**src/swsc_map.svh**
```systemverilog
/*
 * constants of the single-wire sensor command layer: command codes, bit counts,
 * reset values, crc polynomial and timing counts.
 * assumes a 20 MHz sys_clk and a bit-slot layer that delivers whole slots.
 */
// Operation
// - reset and presence precede every addressing command
// - read identity shifts out all 64 bits
// - match: act only if all 64 bits equal
// - join search; host resets after each pass
// - skip: next function command needs no identity
// - alarm search: join only while alarm set
// - alarm set outside thresholds, cleared inside
// - write: two bytes lsb first, upper then lower
// - read: eight register bytes then crc byte
// - reset pulse abandons read, acts as reset
// - convert command starts one conversion, stores result
// - read slots show 0 busy, 1 done
// - power query returns ff normal, 00 parasitic
// - recall loads thresholds; slots show 0 then 1
// - power-up loads registers from nonvolatile store
// - copy saves both thresholds to nonvolatile store
// - reload restores every register like power-on
// - crc x8+x5+x4+1, zero start, lsb first
// - register crc tracks stored bytes, residue zero
// - identity: family, 48-bit serial, crc of 56
`ifndef SWSC_MAP_SVH
`define SWSC_MAP_SVH

// ----------------------------------------------------------------
// command codes
// ----------------------------------------------------------------
`define SWSC_CMD_READ_ID 8'h33
`define SWSC_CMD_MATCH 8'h55
`define SWSC_CMD_SEARCH 8'hf0
`define SWSC_CMD_SKIP 8'hcc
`define SWSC_CMD_ALARM_SEARCH 8'hec
`define SWSC_CMD_WRITE_REG 8'h4e
`define SWSC_CMD_READ_REG 8'hbe
`define SWSC_CMD_CONVERT 8'h44
`define SWSC_CMD_READ_POWER 8'hb4
`define SWSC_CMD_RECALL 8'hb8
`define SWSC_CMD_COPY 8'h48
`define SWSC_CMD_RELOAD 8'hc7

// ----------------------------------------------------------------
// bit counts (last index of each transfer)
// ----------------------------------------------------------------
`define SWSC_BYTE_LAST 7'h07
`define SWSC_WR_LAST 7'h0f
`define SWSC_ID_LAST 7'h3f
`define SWSC_REG_LAST 7'h47

// ----------------------------------------------------------------
// reset values and answers
// ----------------------------------------------------------------
`define SWSC_TEMP_RST 16'h0550
`define SWSC_TH_RST 8'h55
`define SWSC_TL_RST 8'h00
`define SWSC_CFG_RST 8'h7f
`define SWSC_RES0_RST 8'h00
`define SWSC_RES1_RST 8'h00
`define SWSC_RES2_RST 8'hff
`define SWSC_PWR_NORMAL 1'h1
`define SWSC_PWR_PARASITIC 1'h0
`define SWSC_CRC_POLY 8'h8c
`define SWSC_CRC_INIT 8'h00

// ----------------------------------------------------------------
// timing
// ----------------------------------------------------------------
`define SWSC_CLK_NS 50
`define SWSC_RECALL_US 10
`define SWSC_RECALL_CYC (8'((`SWSC_RECALL_US * 1000 + `SWSC_CLK_NS - 1) / `SWSC_CLK_NS))

`endif

```
**src/swsc_pkg.sv**
```systemverilog
/*
 * types of the single-wire sensor command layer.
 * assumes swsc_map.svh for every numeric constant.
 */
package swsc_pkg;

	// ----------------------------------------------------------------
	// sequencer states
	// ----------------------------------------------------------------
	typedef enum logic [3:0] {
		ST_WAIT = 4'h0,
		ST_ROM = 4'h1,
		ST_RDID = 4'h2,
		ST_MATCH = 4'h3,
		ST_SRCH = 4'h4,
		ST_FUNC = 4'h5,
		ST_WRS = 4'h6,
		ST_RDS = 4'h7,
		ST_CONV = 4'h8,
		ST_RCL = 4'h9,
		ST_PWR = 4'ha,
		ST_QUIET = 4'hb
	} swsc_state_t;

	// ----------------------------------------------------------------
	// slot events from the bit-slot layer, answer back to it
	// ----------------------------------------------------------------
	typedef struct packed {
		logic reset;
		logic wr;
		logic rd;
		logic bit_val;
	} swsc_slot_t;

	typedef struct packed {
		logic drive;
		logic bit_val;
	} swsc_ans_t;

endpackage

```
**src/swsc_crc8.sv**
```systemverilog
/*
 * combinational 8-bit crc over a fixed-length word, bit 0 fed first.
 * assumes the word is stable; the result follows it without a clock.
 */
`timescale 1ns/1ps
`include "swsc_map.svh"

module swsc_crc8 #(
	parameter int NBITS = 64
) (
	// data in
	input wire logic [NBITS-1:0] data,
	// crc out
	output logic [7:0] crc
);

	// ----------------------------------------------------------------
	// reflected form: right shift with polynomial 8c equals x8+x5+x4+1
	// ----------------------------------------------------------------
	always_comb begin
		logic fb;
		fb = 1'b0;
		crc = `SWSC_CRC_INIT;
		for (int i = 0; i < NBITS; i++) begin
			fb = crc[0] ^ data[i];
			crc = {1'b0, crc[7:1]} ^ (fb ? `SWSC_CRC_POLY : 8'h00);
		end
	end

endmodule

```
**src/swsc_cmd.sv**
```systemverilog
/*
 * command layer of a single-wire temperature sensor slave: addressing,
 * search, function commands, scratch registers, nonvolatile store and crc.
 * assumes a bit-slot layer that turns bus timing into one-cycle slot events
 * and drives the open-drain pin from the answer; a converter outside.
 */
`timescale 1ns/1ps
`include "swsc_map.svh"

module swsc_cmd
	import swsc_pkg::*;
#(
	parameter logic [7:0] FAMILY_CODE = 8'h5a, // arbitrary value
	parameter logic [47:0] SERIAL_NUM = 48'h0123_4567_89ab // arbitrary value
) (
	// clock and reset
	input wire logic sys_clk,
	input wire logic rst,
	// slot events from the bit-slot layer
	input wire swsc_slot_t slot,
	// answer for read slots
	output swsc_ans_t ans_q,
	// converter
	output logic conv_start_q,
	input wire logic conv_done,
	input wire logic [15:0] conv_temp,
	// supply sense and status
	input wire logic parasitic_pwr,
	output logic alarm_q
);

	// ----------------------------------------------------------------
	// storage
	// ----------------------------------------------------------------
	swsc_state_t state_q;
	logic [6:0] cnt_q;
	logic [1:0] sub_q;
	logic [7:0] cmd_q;
	logic miss_q;
	logic [15:0] temp_q;
	logic [7:0] upper_alarm_threshold_q;
	logic [7:0] lower_alarm_threshold_q;
	logic [7:0] nv_upper_q;
	logic [7:0] nv_lower_q;
	logic [7:0] wbuf_q;
	logic conv_busy_q;
	logic [7:0] rcl_cnt_q;
	logic boot_q;

	logic [7:0] cmd_d;
	logic [63:0] unique_identity_code;
	logic [7:0] id_crc;
	logic [71:0] reg_image;
	logic [7:0] reg_crc;
	logic own_bit;
	logic byte_done;
	logic func_take;
	logic nv_load;
	swsc_ans_t ans_d;

	// ----------------------------------------------------------------
	// identity and register image
	// ----------------------------------------------------------------
	swsc_crc8 #(.NBITS(56)) u_id_crc (
		.data({SERIAL_NUM, FAMILY_CODE}),
		.crc(id_crc)
	);

	assign unique_identity_code = {id_crc, SERIAL_NUM, FAMILY_CODE};

	// fed from the stored bytes, not the image, so no loop runs through the crc byte
	swsc_crc8 #(.NBITS(64)) u_reg_crc (
		.data({`SWSC_RES2_RST, `SWSC_RES1_RST, `SWSC_RES0_RST, `SWSC_CFG_RST,
			lower_alarm_threshold_q, upper_alarm_threshold_q, temp_q}),
		.crc(reg_crc)
	);

	// crc is combinational on the stored bytes, so it never goes stale
	assign reg_image = {reg_crc, `SWSC_RES2_RST, `SWSC_RES1_RST, `SWSC_RES0_RST,
		`SWSC_CFG_RST, lower_alarm_threshold_q, upper_alarm_threshold_q, temp_q};

	function automatic logic take_byte(input logic [6:0] cnt, input logic wr);
		take_byte = wr && (cnt == `SWSC_BYTE_LAST);
	endfunction

	assign cmd_d = {slot.bit_val, cmd_q[7:1]};
	assign own_bit = unique_identity_code[cnt_q[5:0]];
	assign byte_done = take_byte(cnt_q, slot.wr);
	assign func_take = (state_q == ST_FUNC) && byte_done && !slot.reset;

	// ----------------------------------------------------------------
	// command sequencer
	// ----------------------------------------------------------------
	always_ff @(posedge sys_clk or posedge rst) begin
		if (rst) begin
			state_q <= ST_WAIT;
			cnt_q <= 7'h00;
			sub_q <= 2'h0;
			cmd_q <= 8'h00;
			miss_q <= 1'b0;
			wbuf_q <= 8'h00;
		end else if (slot.reset) begin
			// a reset pulse ends whatever transfer was under way; a running conversion or recall goes on
			state_q <= ST_ROM;
			cnt_q <= 7'h00;
			sub_q <= 2'h0;
			miss_q <= 1'b0;
		end else begin
			case (state_q)
				ST_ROM: begin
					if (slot.wr) begin
						cmd_q <= cmd_d;
						cnt_q <= byte_done ? 7'h00 : cnt_q + 7'h01;
					end
					if (byte_done) begin
						case (cmd_d)
							`SWSC_CMD_READ_ID: state_q <= ST_RDID;
							`SWSC_CMD_MATCH: state_q <= ST_MATCH;
							`SWSC_CMD_SEARCH: state_q <= ST_SRCH;
							`SWSC_CMD_ALARM_SEARCH: state_q <= alarm_q ? ST_SRCH : ST_QUIET;
							`SWSC_CMD_SKIP: state_q <= ST_FUNC;
							default: state_q <= ST_QUIET;
						endcase
					end
				end
				ST_RDID: begin
					if (slot.rd) begin
						cnt_q <= (cnt_q == `SWSC_ID_LAST) ? 7'h00 : cnt_q + 7'h01;
						if (cnt_q == `SWSC_ID_LAST) begin
							state_q <= ST_FUNC;
						end
					end
				end
				ST_MATCH: begin
					if (slot.wr) begin
						cnt_q <= (cnt_q == `SWSC_ID_LAST) ? 7'h00 : cnt_q + 7'h01;
						miss_q <= miss_q | (slot.bit_val != own_bit);
						if (cnt_q == `SWSC_ID_LAST) begin
							// one wrong bit anywhere leaves the device passive
							state_q <= (miss_q | (slot.bit_val != own_bit)) ? ST_QUIET : ST_FUNC;
						end
					end
				end
				ST_SRCH: begin
					// per bit: read own bit, read its complement, take host choice
					if (slot.rd && sub_q != 2'h2) begin
						sub_q <= sub_q + 2'h1;
					end else if (slot.wr && sub_q == 2'h2) begin
						sub_q <= 2'h0;
						cnt_q <= cnt_q + 7'h01;
						if (slot.bit_val != own_bit || cnt_q == `SWSC_ID_LAST) begin
							// a finished pass waits for a fresh reset
							state_q <= ST_QUIET;
						end
					end
				end
				ST_FUNC: begin
					if (slot.wr) begin
						cmd_q <= cmd_d;
						cnt_q <= byte_done ? 7'h00 : cnt_q + 7'h01;
					end
					if (byte_done) begin
						case (cmd_d)
							`SWSC_CMD_WRITE_REG: state_q <= ST_WRS;
							`SWSC_CMD_READ_REG: state_q <= ST_RDS;
							`SWSC_CMD_CONVERT: state_q <= ST_CONV;
							`SWSC_CMD_READ_POWER: state_q <= ST_PWR;
							`SWSC_CMD_RECALL: state_q <= ST_RCL;
							default: state_q <= ST_QUIET;
						endcase
					end
				end
				ST_WRS: begin
					if (slot.wr) begin
						wbuf_q <= {slot.bit_val, wbuf_q[7:1]};
						cnt_q <= cnt_q + 7'h01;
						if (cnt_q == `SWSC_WR_LAST) begin
							state_q <= ST_QUIET;
						end
					end
				end
				ST_RDS: begin
					if (slot.rd) begin
						cnt_q <= cnt_q + 7'h01;
						if (cnt_q == `SWSC_REG_LAST) begin
							state_q <= ST_QUIET;
						end
					end
				end
				ST_PWR: begin
					if (slot.rd) begin
						cnt_q <= cnt_q + 7'h01;
						if (cnt_q == `SWSC_BYTE_LAST) begin
							state_q <= ST_QUIET;
						end
					end
				end
				ST_CONV, ST_RCL, ST_QUIET, ST_WAIT: begin
					state_q <= state_q;
				end
				default: begin
					state_q <= ST_QUIET;
				end
			endcase
		end
	end

	// ----------------------------------------------------------------
	// read slot answers
	// ----------------------------------------------------------------
	always_comb begin
		ans_d = '{drive: 1'b0, bit_val: 1'b1};
		case (state_q)
			ST_RDID: ans_d = '{drive: 1'b1, bit_val: own_bit};
			ST_SRCH: begin
				if (sub_q != 2'h2) begin
					ans_d = '{drive: 1'b1, bit_val: own_bit ^ sub_q[0]};
				end
			end
			ST_RDS: ans_d = '{drive: 1'b1, bit_val: reg_image[cnt_q]};
			ST_PWR: begin
				ans_d.drive = 1'b1;
				ans_d.bit_val = parasitic_pwr ? `SWSC_PWR_PARASITIC : `SWSC_PWR_NORMAL;
			end
			ST_CONV: ans_d = '{drive: 1'b1, bit_val: !conv_busy_q};
			ST_RCL: ans_d = '{drive: 1'b1, bit_val: rcl_cnt_q == 8'h00};
			default: ans_d = '{drive: 1'b0, bit_val: 1'b1};
		endcase
	end

	// answer is taken at the read slot and stands until the next read slot or reset
	always_ff @(posedge sys_clk or posedge rst) begin
		if (rst) begin
			ans_q <= '{drive: 1'b0, bit_val: 1'b1};
		end else if (slot.reset) begin
			ans_q <= '{drive: 1'b0, bit_val: 1'b1};
		end else if (slot.rd) begin
			ans_q <= ans_d;
		end
	end

	// ----------------------------------------------------------------
	// conversion and alarm
	// ----------------------------------------------------------------
	always_ff @(posedge sys_clk or posedge rst) begin
		if (rst) begin
			conv_start_q <= 1'b0;
			conv_busy_q <= 1'b0;
		end else begin
			conv_start_q <= func_take && cmd_d == `SWSC_CMD_CONVERT;
			if (func_take && cmd_d == `SWSC_CMD_CONVERT) begin
				conv_busy_q <= 1'b1;
			end else if (conv_done) begin
				conv_busy_q <= 1'b0;
			end
		end
	end

	always_ff @(posedge sys_clk or posedge rst) begin
		if (rst) begin
			alarm_q <= 1'b0;
		end else if (conv_done) begin
			// whole degrees of the result against the signed thresholds
			alarm_q <= ($signed(conv_temp[11:4]) >= $signed(upper_alarm_threshold_q)) ||
				($signed(conv_temp[11:4]) < $signed(lower_alarm_threshold_q));
		end
	end

	always_ff @(posedge sys_clk or posedge rst) begin
		if (rst) begin
			temp_q <= `SWSC_TEMP_RST;
		end else if (conv_done) begin
			temp_q <= conv_temp;
		end else if (func_take && cmd_d == `SWSC_CMD_RELOAD) begin
			temp_q <= `SWSC_TEMP_RST;
		end
	end

	// ----------------------------------------------------------------
	// thresholds and nonvolatile store
	// ----------------------------------------------------------------
	always_ff @(posedge sys_clk or posedge rst) begin
		if (rst) begin
			boot_q <= 1'b1;
			rcl_cnt_q <= 8'h00;
		end else begin
			boot_q <= 1'b0;
			if (func_take && cmd_d == `SWSC_CMD_RECALL) begin
				rcl_cnt_q <= `SWSC_RECALL_CYC;
			end else if (rcl_cnt_q != 8'h00) begin
				rcl_cnt_q <= rcl_cnt_q - 8'h01;
			end
		end
	end

	// power-up, reload and the end of a recall all copy the store out
	assign nv_load = boot_q || (rcl_cnt_q == 8'h01) ||
		(func_take && cmd_d == `SWSC_CMD_RELOAD);

	always_ff @(posedge sys_clk or posedge rst) begin
		if (rst) begin
			upper_alarm_threshold_q <= `SWSC_TH_RST;
			lower_alarm_threshold_q <= `SWSC_TL_RST;
		end else if (nv_load) begin
			upper_alarm_threshold_q <= nv_upper_q;
			lower_alarm_threshold_q <= nv_lower_q;
		end else if (state_q == ST_WRS && !slot.reset && slot.wr) begin
			// each byte lands as soon as it is whole; a cut second byte is lost
			if (cnt_q == `SWSC_BYTE_LAST) begin
				upper_alarm_threshold_q <= {slot.bit_val, wbuf_q[7:1]};
			end
			if (cnt_q == `SWSC_WR_LAST) begin
				lower_alarm_threshold_q <= {slot.bit_val, wbuf_q[7:1]};
			end
		end
	end

	// the store model loses its content on rst, which stands for power removal
	always_ff @(posedge sys_clk or posedge rst) begin
		if (rst) begin
			nv_upper_q <= `SWSC_TH_RST;
			nv_lower_q <= `SWSC_TL_RST;
		end else if (func_take && cmd_d == `SWSC_CMD_COPY) begin
			nv_upper_q <= upper_alarm_threshold_q;
			nv_lower_q <= lower_alarm_threshold_q;
		end
	end

endmodule

```
**config.mk**
```make
export PLATFORM = sky130hd
export DESIGN_NAME = swsc_cmd
export DESIGN_NICKNAME = d
export VERILOG_FILES = /design/src/swsc_pkg.sv /design/src/swsc_crc8.sv /design/src/swsc_cmd.sv
export VERILOG_INCLUDE_DIRS = /design/src /design/src/src
export SDC_FILE = /design/constraint.sdc
export NUM_CORES = 1
export LEC_CHECK = 0
export BUFFER_PORTS_ARGS = -buffer_cell sky130_fd_sc_hd__buf_2
export CORE_MARGIN = 1
export CORE_UTILIZATION = 50
export CTS_BUF_LIST = sky130_fd_sc_hd__clkbuf_2
export CTS_CLUSTER_SIZE = 8
export DETAILED_ROUTE_END_ITERATION = 8
export PLACE_DENSITY = 0.69
export SLEW_MARGIN = 40
export SYNTH_ARGS = -nofsm -noshare
export SYNTH_HDL_FRONTEND = slang
export SYNTH_SLANG_ARGS = --single-unit
```
**constraint.sdc**
```tcl
create_clock -name sys_clk -period 6.2 [get_ports sys_clk]
set_clock_uncertainty 0.2 [all_clocks]
set_input_delay 0.62 -clock sys_clk [delete_from_list [all_inputs] [get_ports sys_clk]]
set_output_delay 0.62 -clock sys_clk [all_outputs]
set_load 0.005 [all_outputs]
```
==> results by group <==
Logic synthesis
  • Share of synthesized area spent on multiplexers: 8.423%
  • Adder and majority gate portion of the synthesized area: 4.453%
  • Compound-cell area share of the yosys netlist: 13.93%
  • Xor-xnor portion of the synthesized cell area: 19.65%
  • Count of yosys warnings during synthesis: 0
  • Biggest area contributors in the synthesized netlist: dfrtp_1, xnor2_1, nand2_1
  • Simple logic cell fraction of the synthesized area: 15.45%
  • Number of distinct library cell variants in the gate-level netlist after synthesis: 76
  • Flip-flop cell with the highest count after synthesis: dfrtp_1
  • Number of standard cells after synthesis: 700
  • Cell area after synthesis: 0.006744 mm^2
  • FFs w/ async S/R, synth: 100.0%
  • Yosys reg bits: 90
  • Average footprint of a synthesized cell: 9.634 um^2
  • Combinational family with the most area after synthesis: XOR/XNOR gates
  • Post-synth top area share: 28.20%
  • Number of nets produced by synthesis: 748
  • Cell accounting for the most synthesized area: dfrtp_1
  • Post-synth EDFFs: 0
  • Share of synthesized area occupied by flip-flops and latches: 33.65%

Routing
  • DR pass1 iterations: 6
  • Starting DRT DRC Count: 419
  • ANT nets after route: 0
  • Remaining design rule violation count: 0
  • Detail-routed net length per standard cell: 17.27 um
  • Wire length after detailed routing: 15.53 mm
  • Routed via count divided by cell count: 5.763
  • Detailed-route via count: 5181

Clock network
  • Post-CTS setup-driven buffer insertion count: 0
  • Worst skew pair latency: 0.60 ns
  • Number of buffers created by CTS: 9
  • Hold-fix buffers, CTS: 11
  • Longest Clk Path Bufs: 2
  • Number of sinks handled by clock tree synthesis: 90
  • Clock Pin Slew Worst Setup and Hold Paths: 0.27 ns
  • Clock Tree Root: clkbuf_2
  • CTS tree: yes
  • CTS H-tree depth: 3
  • Number of cells upsized or downsized after cts: 0

STA
  • Slew at the pin closest to its max-slew limit: 0.8125 ns
  • Max-slew violation count: 0
  • Time the final worst path needs with I/O delays and setup: 4.213 ns
  • Final hold slack: 0.04893 ns
  • Highest attainable clock frequency: 237.4 MHz
  • Fin Setup TNS: 0 ns
  • Count of endpoints failing hold in the final timing report: 0
  • Share of the clock period used by the worst path after layout: 67.95%
  • Final setup violation count: 0
  • Unrepaired setup endpoints after global routing: false
  • Tightest slew margin relative to the limit: 45.42%

Die
  • X dimension of the die: 118.1 um
  • Die boundary height: 118.1 um
  • Initial Utilization: 51.13%
  • Number of top-level design ports: 28
  • Die area: 0.01396 mm^2
  • Count of standard-cell rows: 42
  • Core area: 0.01319 mm^2

Setup path
  • Required time worst endpoint: 6.53 ns
  • Crit path launch type: register
  • Buffer and inverter count on the worst path: 0
  • Cells along the critical path: xnor2_2 -> xnor3_2 -> xnor3_1 -> xor3_1 -> xnor3_2 -> xnor2_1 -> a32oi_1 -> nor3_1 -> a2111o_1 -> a211oi_1 -> o311ai_1
  • Cell with the biggest individual delay on the critical path: dfrtp_1
  • Cell mode on critical path: xnor3_2
  • Critical Path Fanout Max: 6
  • Kind of end point of the critical path: register
  • Startpoint-to-endpoint class of the critical path: reg -> reg
  • Family with the most delay on the worst path: XOR/XNOR gates
  • Worst EP arrival: 4.54 ns
  • Delay contributed by the slowest stage of the critical path: 0.55 ns

GRT
  • Pin count of the biggest net entering global routing: 71
  • Vias in the first global route: 5025
  • Wire length of the first global-routing pass: 26.13 mm
  • Number of antenna violations at the first check in global routing: 1
  • Sum of overflow across all layers after global routing: 0
  • Global Route Usage Sum: 23.83%

Placed design
  • Count of buffers from port buffering: 27
  • HPWL after detailed placement: 11.37 mm
  • Final weighted congestion in routability-driven placement: 0.8985
  • Standard cell area after detailed placement: 0.006940 mm^2
  • Number of cells after detailed placement: 871

Cells and area
  • Most used cells in the layout excluding fill and tap cells: nand2_1, dfrtp_1, o21ai_0, nor2_1, xnor2_1
  • Share of layout cells above drive strength 1: 15.51%
  • Net count reported at finish: 765
  • Final std cells w/o fill: 899
  • Most frequent standard cell in the layout excluding fill and tap cells: nand2_1
  • Design area: 0.007167 mm^2
  • Area Growth Syn to Fin: 6.271%
  • Utilization after layout: 54.34%

Pwr
  • Total power density per cell area: 498.4 mW/mm^2
  • Total leakage power: 0.003154 uW
  • Maximum resistive drop on vdd: 0.4205 mV

Run status
  • Run status: finished clean

Worst hold path
  • Type of the most critical hold path: in -> reg

Flow run
  • Max-cap violations: 0
-- through the flow --
step / total power, uW / setup WS, ns
4_1_cts: 3565 / 1.991
3_5_place_dp: 3243 / 2.082
2_1_floorplan: 2890 / 2.369
3_3_place_gp: 3192 / 2.175
5_1_grt: 3838 / 1.756
6_report: 3572 / 1.987
-- power by group --
part | internal [uW] | leakage (uW) | switching [uW] | total, uW
registers | 640 | 0.00113 | 140 | 780
logic | 1300 | 0.00195 | 1190 | 2490
clock network | 95.1 | 0.0000676 | 212 | 307
-- final timing paths --
path	from	endpoint	slack, ns	cells after the start
max	temp_q[0]$_DFFE_PP0P_	ans_q[0]$_DFFE_PP1P_	1.99	11
max reg2reg	temp_q[0]$_DFFE_PP0P_	ans_q[0]$_DFFE_PP1P_	1.99	11
max in group asynchronous	rst	miss_q$_DFFE_PP0P_	4.58	4
min reg2reg	nv_lower_q[4]$_DFFE_PP0P_	lower_alarm_threshold_q[4]$_DFFE_PP0P_	0.28	2
min in group asynchronous	rst	rcl_cnt_q[4]$_DFFE_PP0P_	0.30	3
min	conv_temp[7]	temp_q[7]$_DFFE_PP0P_	0.05	3
-- per-layer routing --
layer	GRT usage [%]	share of wire, %	vias up
met5	0	0	-
met4	8.974	2.6	0
met3	3.475	4.9	27
met2	36.47	46	154
met1	34.21	46	2511
li1	-	-	2489
-- worst min-delay path, cell delays in order --
cell     delay [ns]
buf_2          0.11
nand2_1        0.05
o21ai_0        0.06
-- cells in the mapped netlist, types with 5 or more instances --
| cell | count |
|---|---|
| nand2_1 | 103 |
| dfrtp_1 | 76 |
| o21ai_0 | 73 |
| nor2_1 | 48 |
| xnor2_1 | 48 |
| inv_1 | 28 |
| clkbuf_1 | 25 |
| a21oi_1 | 24 |
| ha_1 | 24 |
| mux2i_1 | 20 |
| nor2b_1 | 18 |
| xor2_1 | 16 |
| dfstp_2 | 14 |
| nor3_1 | 13 |
| mux2_2 | 12 |
| nand3_1 | 10 |
| xnor3_2 | 10 |
| a31oi_1 | 8 |
| mux4_2 | 8 |
| nand2b_1 | 8 |
| xnor2_2 | 7 |
| a211oi_1 | 6 |
| a21o_1 | 5 |
| xnor3_1 | 5 |
-- logic make-up after synthesis --
logic type / count (synthesis)
adder cells (fa/ha/maj): 24
buffers and inverters: 64
AND/OR/NAND/NOR: 227
flip-flops: 90
multiplexers: 42
AO/OA/AOI/OAI: 154
XOR/XNOR: 98
other: 1
-- state kept, by name, indices dropped and copies added (netlist names), 2 cells and up --
signal / count
lower_alarm_threshold_q: 8
cnt_q: 7
temp_q: 16
upper_alarm_threshold_q: 8
nv_lower_q: 8
cmd_q: 7
ans_q: 2
nv_upper_q: 8
rcl_cnt_q: 8
sub_q: 2
wbuf_q: 7
state_q: 4
-- area by class of cell --
cell class / instances / area (um^2)
inverters: 31 / 117.6
flip-flops and latches: 90 / 2271
multi-input cells: 546 / 4190
well taps: 176 / 220.2
clock inverters: 5 / 53.80
diodes: 1 / 2.502
repair buffers: 39 / 256.5
clock buffers: 11 / 55.05
fillers: 1185 / 6023
Note: power is estimated with default switching activity, not from simulation.
